File: src/hdl/fbpi_map.svh
// Constants for the flash bus pin interface.
// Summary of operation
// - Word address 21, 22 or 23 bits wide
// - Data bus: writes in, reads out
// - Data bus floats when deselected or disabled
// - Write data latched inside each write
// - Address latched on strobe rise or clock in sync mode; async mode passes the bus address straight through
// - Clock advances address counter, selectable edge
// - Chip enable activates internal logic
// - Deselect means standby, all outputs floating
// - Data driven only while output enable low
// - Reset holds automation, rejects writes
// - Reset forces asynchronous read-array; after release sync_mode sets the mode
// - Wait shows valid data, polarity bit 10
// - Wait floats on deselect, ignores output enable
// - Address and data taken at write strobe rise
// - Write protect blocks unlocking locked-down blocks
`ifndef FBPI_MAP_SVH
`define FBPI_MAP_SVH
`define FBPI_ADDR_W_SMALL 21
`define FBPI_ADDR_W_MID 22
`define FBPI_ADDR_W_LARGE 23
`define FBPI_DATA_W 16
`define FBPI_RCR_WAIT_POL_BIT 10
`define FBPI_RCR_RESET 16'h0000
`define FBPI_WAIT_LAT 2'h2
`endif

File: src/hdl/fbpi_pkg.sv
// Types for the flash bus pin interface.
package fbpi_pkg;
  typedef enum logic [1:0] {
    FBPI_ASYNC_READ = 2'b00,
    FBPI_SYNC_READ  = 2'b01
  } fbpi_mode_t;
endpackage

File: src/hdl/fbpi_edge.sv
// Edge detector for one sampled pin.
module fbpi_edge (
  input  wire logic clock,
  input  wire logic srst,
  input  wire logic pin,
  output logic      rise,
  output logic      fall
);
  logic prev;
  logic next_prev;

  always_comb
  begin
    next_prev = pin;
  end

  // The history follows the pin through reset, so no false edge appears whatever the idle level is.
  always_ff @(posedge clock)
  begin
    prev <= next_prev;
  end

  assign rise = pin & ~prev & ~srst;
  assign fall = ~pin & prev & ~srst;
endmodule // fbpi_edge

File: src/hdl/fbpi_top.sv
// Pin-side control logic of the flash bus interface.
`include "fbpi_map.svh"
module fbpi_top #(
  parameter int ADDR_W = `FBPI_ADDR_W_LARGE
) (
  input  wire logic              clock,
  input  wire logic              srst,
  input  wire logic [ADDR_W-1:0] addr,
  input  wire logic [15:0]       data_in,
  output logic      [15:0]       data_out,
  output logic                   data_oe,
  input  wire logic              addr_valid_n,
  input  wire logic              chip_en_n,
  input  wire logic              out_en_n,
  input  wire logic              write_en_n,
  input  wire logic              write_prot_n,
  input  wire logic              reset_n,
  input  wire logic              bus_clk,
  input  wire logic              clk_fall_sel,
  input  wire logic              sync_mode,
  input  wire logic [15:0]       array_data,
  output logic      [ADDR_W-1:0] array_addr,
  output logic      [ADDR_W-1:0] wr_addr,
  output logic      [15:0]       wr_data,
  output logic                   wr_strobe,
  output logic                   lockdown_ok,
  output logic                   active,
  output logic                   wait_out,
  output logic                   wait_oe
);
  logic                  addr_valid_rise;
  logic                  addr_valid_fall;
  logic                  clk_rise;
  logic                  clk_fall;
  logic                  we_rise;
  logic                  we_fall;
  logic                  clk_act;
  logic                  in_reset;
  logic                  sel;
  fbpi_pkg::fbpi_mode_t  mode;
  fbpi_pkg::fbpi_mode_t  next_mode;
  logic [ADDR_W-1:0]     cnt;
  logic [ADDR_W-1:0]     next_cnt;
  logic                  latched;
  logic                  next_latched;
  logic [1:0]            lat;
  logic [1:0]            next_lat;
  logic [15:0]           rcr;
  logic [15:0]           next_rcr;
  logic [15:0]           next_rd;
  logic [ADDR_W-1:0]     next_wr_addr;
  logic [15:0]           next_wr_data;
  logic                  next_wr_strobe;

  fbpi_edge u_addr_valid (.clock(clock), .srst(srst), .pin(addr_valid_n), .rise(addr_valid_rise),
    .fall(addr_valid_fall));
  fbpi_edge u_clk (.clock(clock), .srst(srst), .pin(bus_clk), .rise(clk_rise), .fall(clk_fall));
  fbpi_edge u_we  (.clock(clock), .srst(srst), .pin(write_en_n), .rise(we_rise), .fall(we_fall));

  assign in_reset = ~reset_n;
  assign sel = ~chip_en_n & ~in_reset;
  assign active = sel;
  assign clk_act = clk_fall_sel ? clk_fall : clk_rise;
  assign lockdown_ok = write_prot_n;

  always_comb
  begin
    next_mode = mode;
    next_cnt = cnt;
    next_latched = latched;
    next_lat = lat;
    next_rcr = rcr;
    next_wr_addr = wr_addr;
    next_wr_data = wr_data;
    next_wr_strobe = 1'b0;
    if (in_reset)
    begin
      next_mode = fbpi_pkg::FBPI_ASYNC_READ;
      next_latched = 1'b0;
      next_lat = 2'h0;
      next_rcr = `FBPI_RCR_RESET;
    end
    else if (sel)
    begin
      next_mode = sync_mode ? fbpi_pkg::FBPI_SYNC_READ : fbpi_pkg::FBPI_ASYNC_READ;
      // A strobe fall opens a new access; clearing first lets a latch in the same cycle win.
      if (addr_valid_fall)
        next_latched = 1'b0;
      // latch at strobe rise or clock
      if (mode == fbpi_pkg::FBPI_SYNC_READ && (!latched || addr_valid_fall)
          && (addr_valid_rise || (clk_act && !addr_valid_n)))
      begin
        next_cnt = addr;
        next_latched = 1'b1;
        next_lat = 2'h0;
      end
      else if (mode == fbpi_pkg::FBPI_SYNC_READ && latched && !addr_valid_fall && clk_act)
      begin
        if (lat != `FBPI_WAIT_LAT)
          next_lat = lat + 2'h1;
        else
          next_cnt = cnt + ADDR_W'(1);
      end
      if (we_rise)
      begin
        next_wr_addr = addr;
        next_wr_data = data_in;
        next_wr_strobe = 1'b1;
        // Configuration uses the address as data in this simplified model.
        if (addr == '0 && data_in == 16'h0060)
          next_rcr = rcr;
        else if (data_in == 16'h0003)
          next_rcr = addr[15:0];
      end
    end
    else
      next_latched = 1'b0;
  end

  always_ff @(posedge clock)
  begin
    if (srst)
    begin
      mode <= fbpi_pkg::FBPI_ASYNC_READ;
      cnt <= '0;
      latched <= 1'b0;
      lat <= 2'h0;
      rcr <= `FBPI_RCR_RESET;
      wr_addr <= '0;
      wr_data <= 16'h0000;
      wr_strobe <= 1'b0;
      data_out <= 16'h0000;
    end
    else
    begin
      mode <= next_mode;
      cnt <= next_cnt;
      latched <= next_latched;
      lat <= next_lat;
      rcr <= next_rcr;
      wr_addr <= next_wr_addr;
      wr_data <= next_wr_data;
      wr_strobe <= next_wr_strobe;
      data_out <= next_rd;
    end
  end

  assign array_addr = (mode == fbpi_pkg::FBPI_SYNC_READ) ? cnt : addr;
  assign next_rd = array_data;
  assign data_oe = sel & ~out_en_n & write_en_n;
  assign wait_out = rcr[`FBPI_RCR_WAIT_POL_BIT] ~^ ~(mode == fbpi_pkg::FBPI_SYNC_READ && latched
                    && lat == `FBPI_WAIT_LAT);
  assign wait_oe = sel;

  AST_DATA_FLOAT: assert property (@(posedge clock) disable iff (srst) chip_en_n |-> !data_oe)
    else $error("data driven while deselected");
  AST_OE_GATE: assert property (@(posedge clock) disable iff (srst) out_en_n |-> !data_oe)
    else $error("data driven with output enable high");
  AST_WAIT_FLOAT: assert property (@(posedge clock) disable iff (srst) chip_en_n |-> !wait_oe)
    else $error("wait driven while deselected");
  AST_STANDBY: assert property (@(posedge clock) disable iff (srst) chip_en_n |-> !active && !data_oe)
    else $error("active while deselected");
  AST_NO_WR_RST: assert property (@(posedge clock) disable iff (srst) !reset_n |=> !wr_strobe)
    else $error("write accepted in reset");
  AST_RST_MODE: assert property (@(posedge clock) disable iff (srst)
    !reset_n |=> mode == fbpi_pkg::FBPI_ASYNC_READ)
    else $error("mode not async after reset");
  AST_WR_CAP: assert property (@(posedge clock) disable iff (srst)
    (we_rise && sel) |=> wr_strobe && wr_data == $past(data_in))
    else $error("write data not captured");
  AST_ADDR_LATCH: assert property (@(posedge clock) disable iff (srst)
    (sel && mode == fbpi_pkg::FBPI_SYNC_READ && !latched && addr_valid_rise) |=> cnt == $past(addr))
    else $error("address not latched");
  AST_CNT_STEP: assert property (@(posedge clock) disable iff (srst)
    (sel && mode == fbpi_pkg::FBPI_SYNC_READ && latched && !addr_valid_fall && clk_act
    && lat == `FBPI_WAIT_LAT) |=> cnt == ADDR_W'($past(cnt) + 1'b1))
    else $error("counter did not advance");
  AST_CNT_HOLD: assert property (@(posedge clock) disable iff (srst)
    (!clk_act && !addr_valid_rise) |=> $stable(cnt))
    else $error("counter moved without a clock edge");
  AST_WAIT_VALID: assert property (@(posedge clock) disable iff (srst)
    (mode == fbpi_pkg::FBPI_SYNC_READ && latched && lat == `FBPI_WAIT_LAT)
    |-> wait_out != rcr[`FBPI_RCR_WAIT_POL_BIT])
    else $error("wait not asserted on valid data");
  AST_WAIT_IDLE: assert property (@(posedge clock) disable iff (srst)
    !latched |-> wait_out == rcr[`FBPI_RCR_WAIT_POL_BIT])
    else $error("wait asserted without valid data");
  AST_ASYNC_ADDR: assert property (@(posedge clock) disable iff (srst)
    mode == fbpi_pkg::FBPI_ASYNC_READ |-> array_addr == addr)
    else $error("array address differs from bus address");
  AST_READ_DATA: assert property (@(posedge clock) disable iff (srst)
    1'b1 |=> data_out == $past(array_data))
    else $error("read data not forwarded");
  AST_WR_HOLD: assert property (@(posedge clock) disable iff (srst)
    !we_rise |=> $stable(wr_data) && $stable(wr_addr))
    else $error("write latch changed without a write");
  AST_ACTIVE: assert property (@(posedge clock) disable iff (srst) (!chip_en_n && reset_n) |-> active)
    else $error("not active when selected");

  COV_READ: cover property (@(posedge clock) disable iff (srst) data_oe ##1 data_oe);
  COV_WRITE: cover property (@(posedge clock) disable iff (srst) wr_strobe);
  COV_SYNC: cover property (@(posedge clock) disable iff (srst) latched && clk_act);
  COV_WAIT: cover property (@(posedge clock) disable iff (srst) wait_oe && latched && lat == `FBPI_WAIT_LAT);
endmodule // fbpi_top

File: config.mk
export PLATFORM = sky130hd
export DESIGN_NAME = fbpi_top
export DESIGN_NICKNAME = d
export VERILOG_FILES = /design/src/hdl/fbpi_pkg.sv /design/src/hdl/fbpi_edge.sv /design/src/hdl/fbpi_top.sv
export VERILOG_INCLUDE_DIRS = /design/src /design/src/hdl
export SDC_FILE = /design/constraint.sdc
export NUM_CORES = 1
export LEC_CHECK = 0
export BUFFER_PORTS_ARGS = -buffer_cell sky130_fd_sc_hd__buf_2
export CAP_MARGIN = 20
export CORE_ASPECT_RATIO = 0.8
export CORE_MARGIN = 2
export CORE_UTILIZATION = 35
export DETAILED_ROUTE_END_ITERATION = 8
export PLACE_DENSITY_LB_ADDON = 0.12
export SLEW_MARGIN = 10
export SYNTH_ARGS = -nofsm -noshare
export SYNTH_HDL_FRONTEND = slang
export SYNTH_SLANG_ARGS = --single-unit
File: constraint.sdc
create_clock -name clock -period 2.3 [get_ports clock]
set_input_delay 0.345 -clock clock [delete_from_list [all_inputs] [get_ports clock]]
set_output_delay 0.345 -clock clock [all_outputs]
set_load 0.05 [all_outputs]
==> flow_summary.ini <==
[synth]
synth_edf_count = 0
synth_simple_gate_area_frac = 0.242
ys_async_sr_fraction = 0
yosysUniqueCellTypes = 52
ys.flop_type = dfxtp_1
synthMuxAreaShare = 0.0786
synth_compound_area_frac = 0.184
synth-xor-area-share = 0.00220
syn_inst = 490
synth.net_count = 558
seq_area_frac_synth = 0.438
ys.warnings.count = 0
syn_avg_cell_area_um2 = 8.12
synth_top_family_by_area = simple AND/OR/NAND/NOR gates
synth_area_um2 = 3980
synth_fa_ha_area_frac = 0.00629
synth_seq_cells = 87

[sta]
whs_ns = 0.141
tns_ns = 0
min_period_over_period = 0.946
rsz0062_at_grt = false
tightestPinTransition_ns = 0.488
slew_violations = 0
max-slew-margin-rel = 0.674
fmax_mhz = 460
skew_ns = 0.00966
period_needed_ns = 2.18
finalSetupViolations = 0
finalHoldViolCount = 0

[pwr]
cellPowerDensity_nw_per_um2 = 657
p_leak_nw = 2.11
vdd_drop_max_uv = 334

[worst_setup_path]
crit_required_ns = 1.96
cp-end-kind = primary output
crit_type = reg -> out
crit_path_start_kind = flip-flop
critPathMaxFanout = 9
rrSetupSlack_ns = 0.37
arrival_ns = 1.83

[routing]
routed_wl_mm = 11.6
dr.pass1.iters = 4
drtIter0Drc = 266
routedWlPerCell_um = 14.9
vias_per_cell = 5.10
via_count = 3965
antenna_left = 0
drc = 0

[die]
die_x_um = 123
initial_core_util = 0.363
core_area_um2 = 11000
rows = 34
die_area_um2 = 12200
boundaryPins = 150
die_h_um = 99.4

[placement]
dp_hpwl_mm = 8.37
place.gp.congestion = 0.885
dpl-instance-area_um2 = 4910
dp_cells = 765
io_buffers = 147

[layout]
layout-drive-gt1-share = 0.331
n_fill_cell = 1096
fin_nets = 700
layout_commonest_cell = buf_2
diodes = 0
final_cell_mix = buf_2, nand2_1, dfxtp_1
layout.cells.non_filler = 778
syn_to_final_growth_pct = 30.2
stdcell_area_um2 = 5180

[clock_tree]
htree_levels = 3
cts.sinks = 87
clockRootBuffer = clkbuf_16
postCtsHoldBufs = 0
cts_tree = built
cts_resized = 0
clk_latency_ns = 0.34
path_clk_slew_ns = 0.06
clk_path_buf_depth = 2
numCtsBuffers = 9
postCtsSetupBuffers = 0

[global_routing]
grt_pass1_vias = 3704
grt_max_degree = 43
overflow = 0
antenna_found_initial = 0
grt_pass1_wl_mm = 18.6
grt.total_usage = 0.191

[outcome]
status = finished, final reports clean

[min_path]
min_path_type = in -> reg

[flow_run]
maxCapViolations = 0
[cell families (layout without fill, tap and decap cells)]
group | after synthesis | count (layout)
mux | 28 | 28
buf+inv | 46 | 190
fa+ha+maj | 2 | 2
compound gates | 124 | 124
xor+xnor | 1 | 1
simple gates | 202 | 202
flops | 87 | 87
[cells in the mapped netlist (6+ instances only)]
library cell / instances / area (µm²)
a21o_1: 8 / 60.1
a21oi_1: 27 / 135
clkbuf_1: 25 / 93.8
dfxtp_1: 87 / 1740
inv_1: 9 / 33.8
mux2_2: 26 / 293
nand2_1: 106 / 398
nand3_1: 8 / 40.0
nand4_1: 12 / 75.1
nor2_1: 18 / 67.6
nor2b_1: 18 / 113
nor3_1: 9 / 45.0
nor4_1: 6 / 37.5
o21ai_0: 59 / 295
o32ai_1: 6 / 52.6
[per-layer routing]
layer	wire, µm	track usage	share of wire
met3	780	0.0522	0.068
met4	174	0.0551	0.015
met1	5650	0.268	0.49
met2	4950	0.285	0.43
met5	0	0	0
[sequential cells by signal (all words and copies together) (netlist names)]
signal	count
wr_addr	23
latched	1
wr_strobe	1
u_addr_valid.prev	1
lat	2
cnt	23
data_out	16
rcr	1
mode	1
u_clk.prev	1
wr_data	16
u_we.prev	1
[area by class of cell]
cell class	instances	area [µm²]	share of cell area
clock inverters	2	35.0	0.00676
multi-input cells	357	2050	0.395
clock buffers	11	233	0.0449
well taps	144	180	0.0348
flip-flops and latches	87	1740	0.336
repair buffers	166	903	0.174
inverters	11	41.3	0.00797
[where the power goes]
part | leakage (nW) | internal [mW] | total (mW) | switching [mW]
Clock | 0.131 | 0.823 | 1.39 | 0.564
Sequential | 0.708 | 1.54 | 1.55 | 0.0116
Combinational | 1.28 | 0.133 | 0.467 | 0.334
Total | 2.11 | 2.50 | 3.41 | 0.910
[worst paths after layout]
check	start	endpoint	depth (start not counted)
hold / removal	bus_clk	u_clk.prev$_DFF_P_	1
setup / recovery	lat[0]$_SDFFE_PP0P_	wait_out	6
setup reg to reg	lat[0]$_SDFFE_PP0P_	cnt[5]$_SDFFE_PP0P_	7
hold reg to reg	wr_data[3]$_SDFFE_PP0P_	wr_data[3]$_SDFFE_PP0P_	2
[worst max-delay path, stage by stage, from the launching register on]
cell	delay, ns
dfxtp_1	0.32
inv_1	0.06
ha_1	0.39
buf_4	0.21
nand3_1	0.09
xnor2_1	0.14
buf_2	0.28
[stage by stage]
stage / total power, mW / utilization / setup slack [ns]
6_report: 3.41 / 0.472 / 0.124
5_1_grt: 3.53 / 0.472 / 0.0422
4_1_cts: 3.45 / 0.472 / 0.118
3_5_place_dp: 2.06 / 0.448 / 0.314
3_3_place_gp: 2.05 / 0.448 / 0.377
2_1_floorplan: 1.90 / - / 0.172
(Power assumes the default switching activity.)
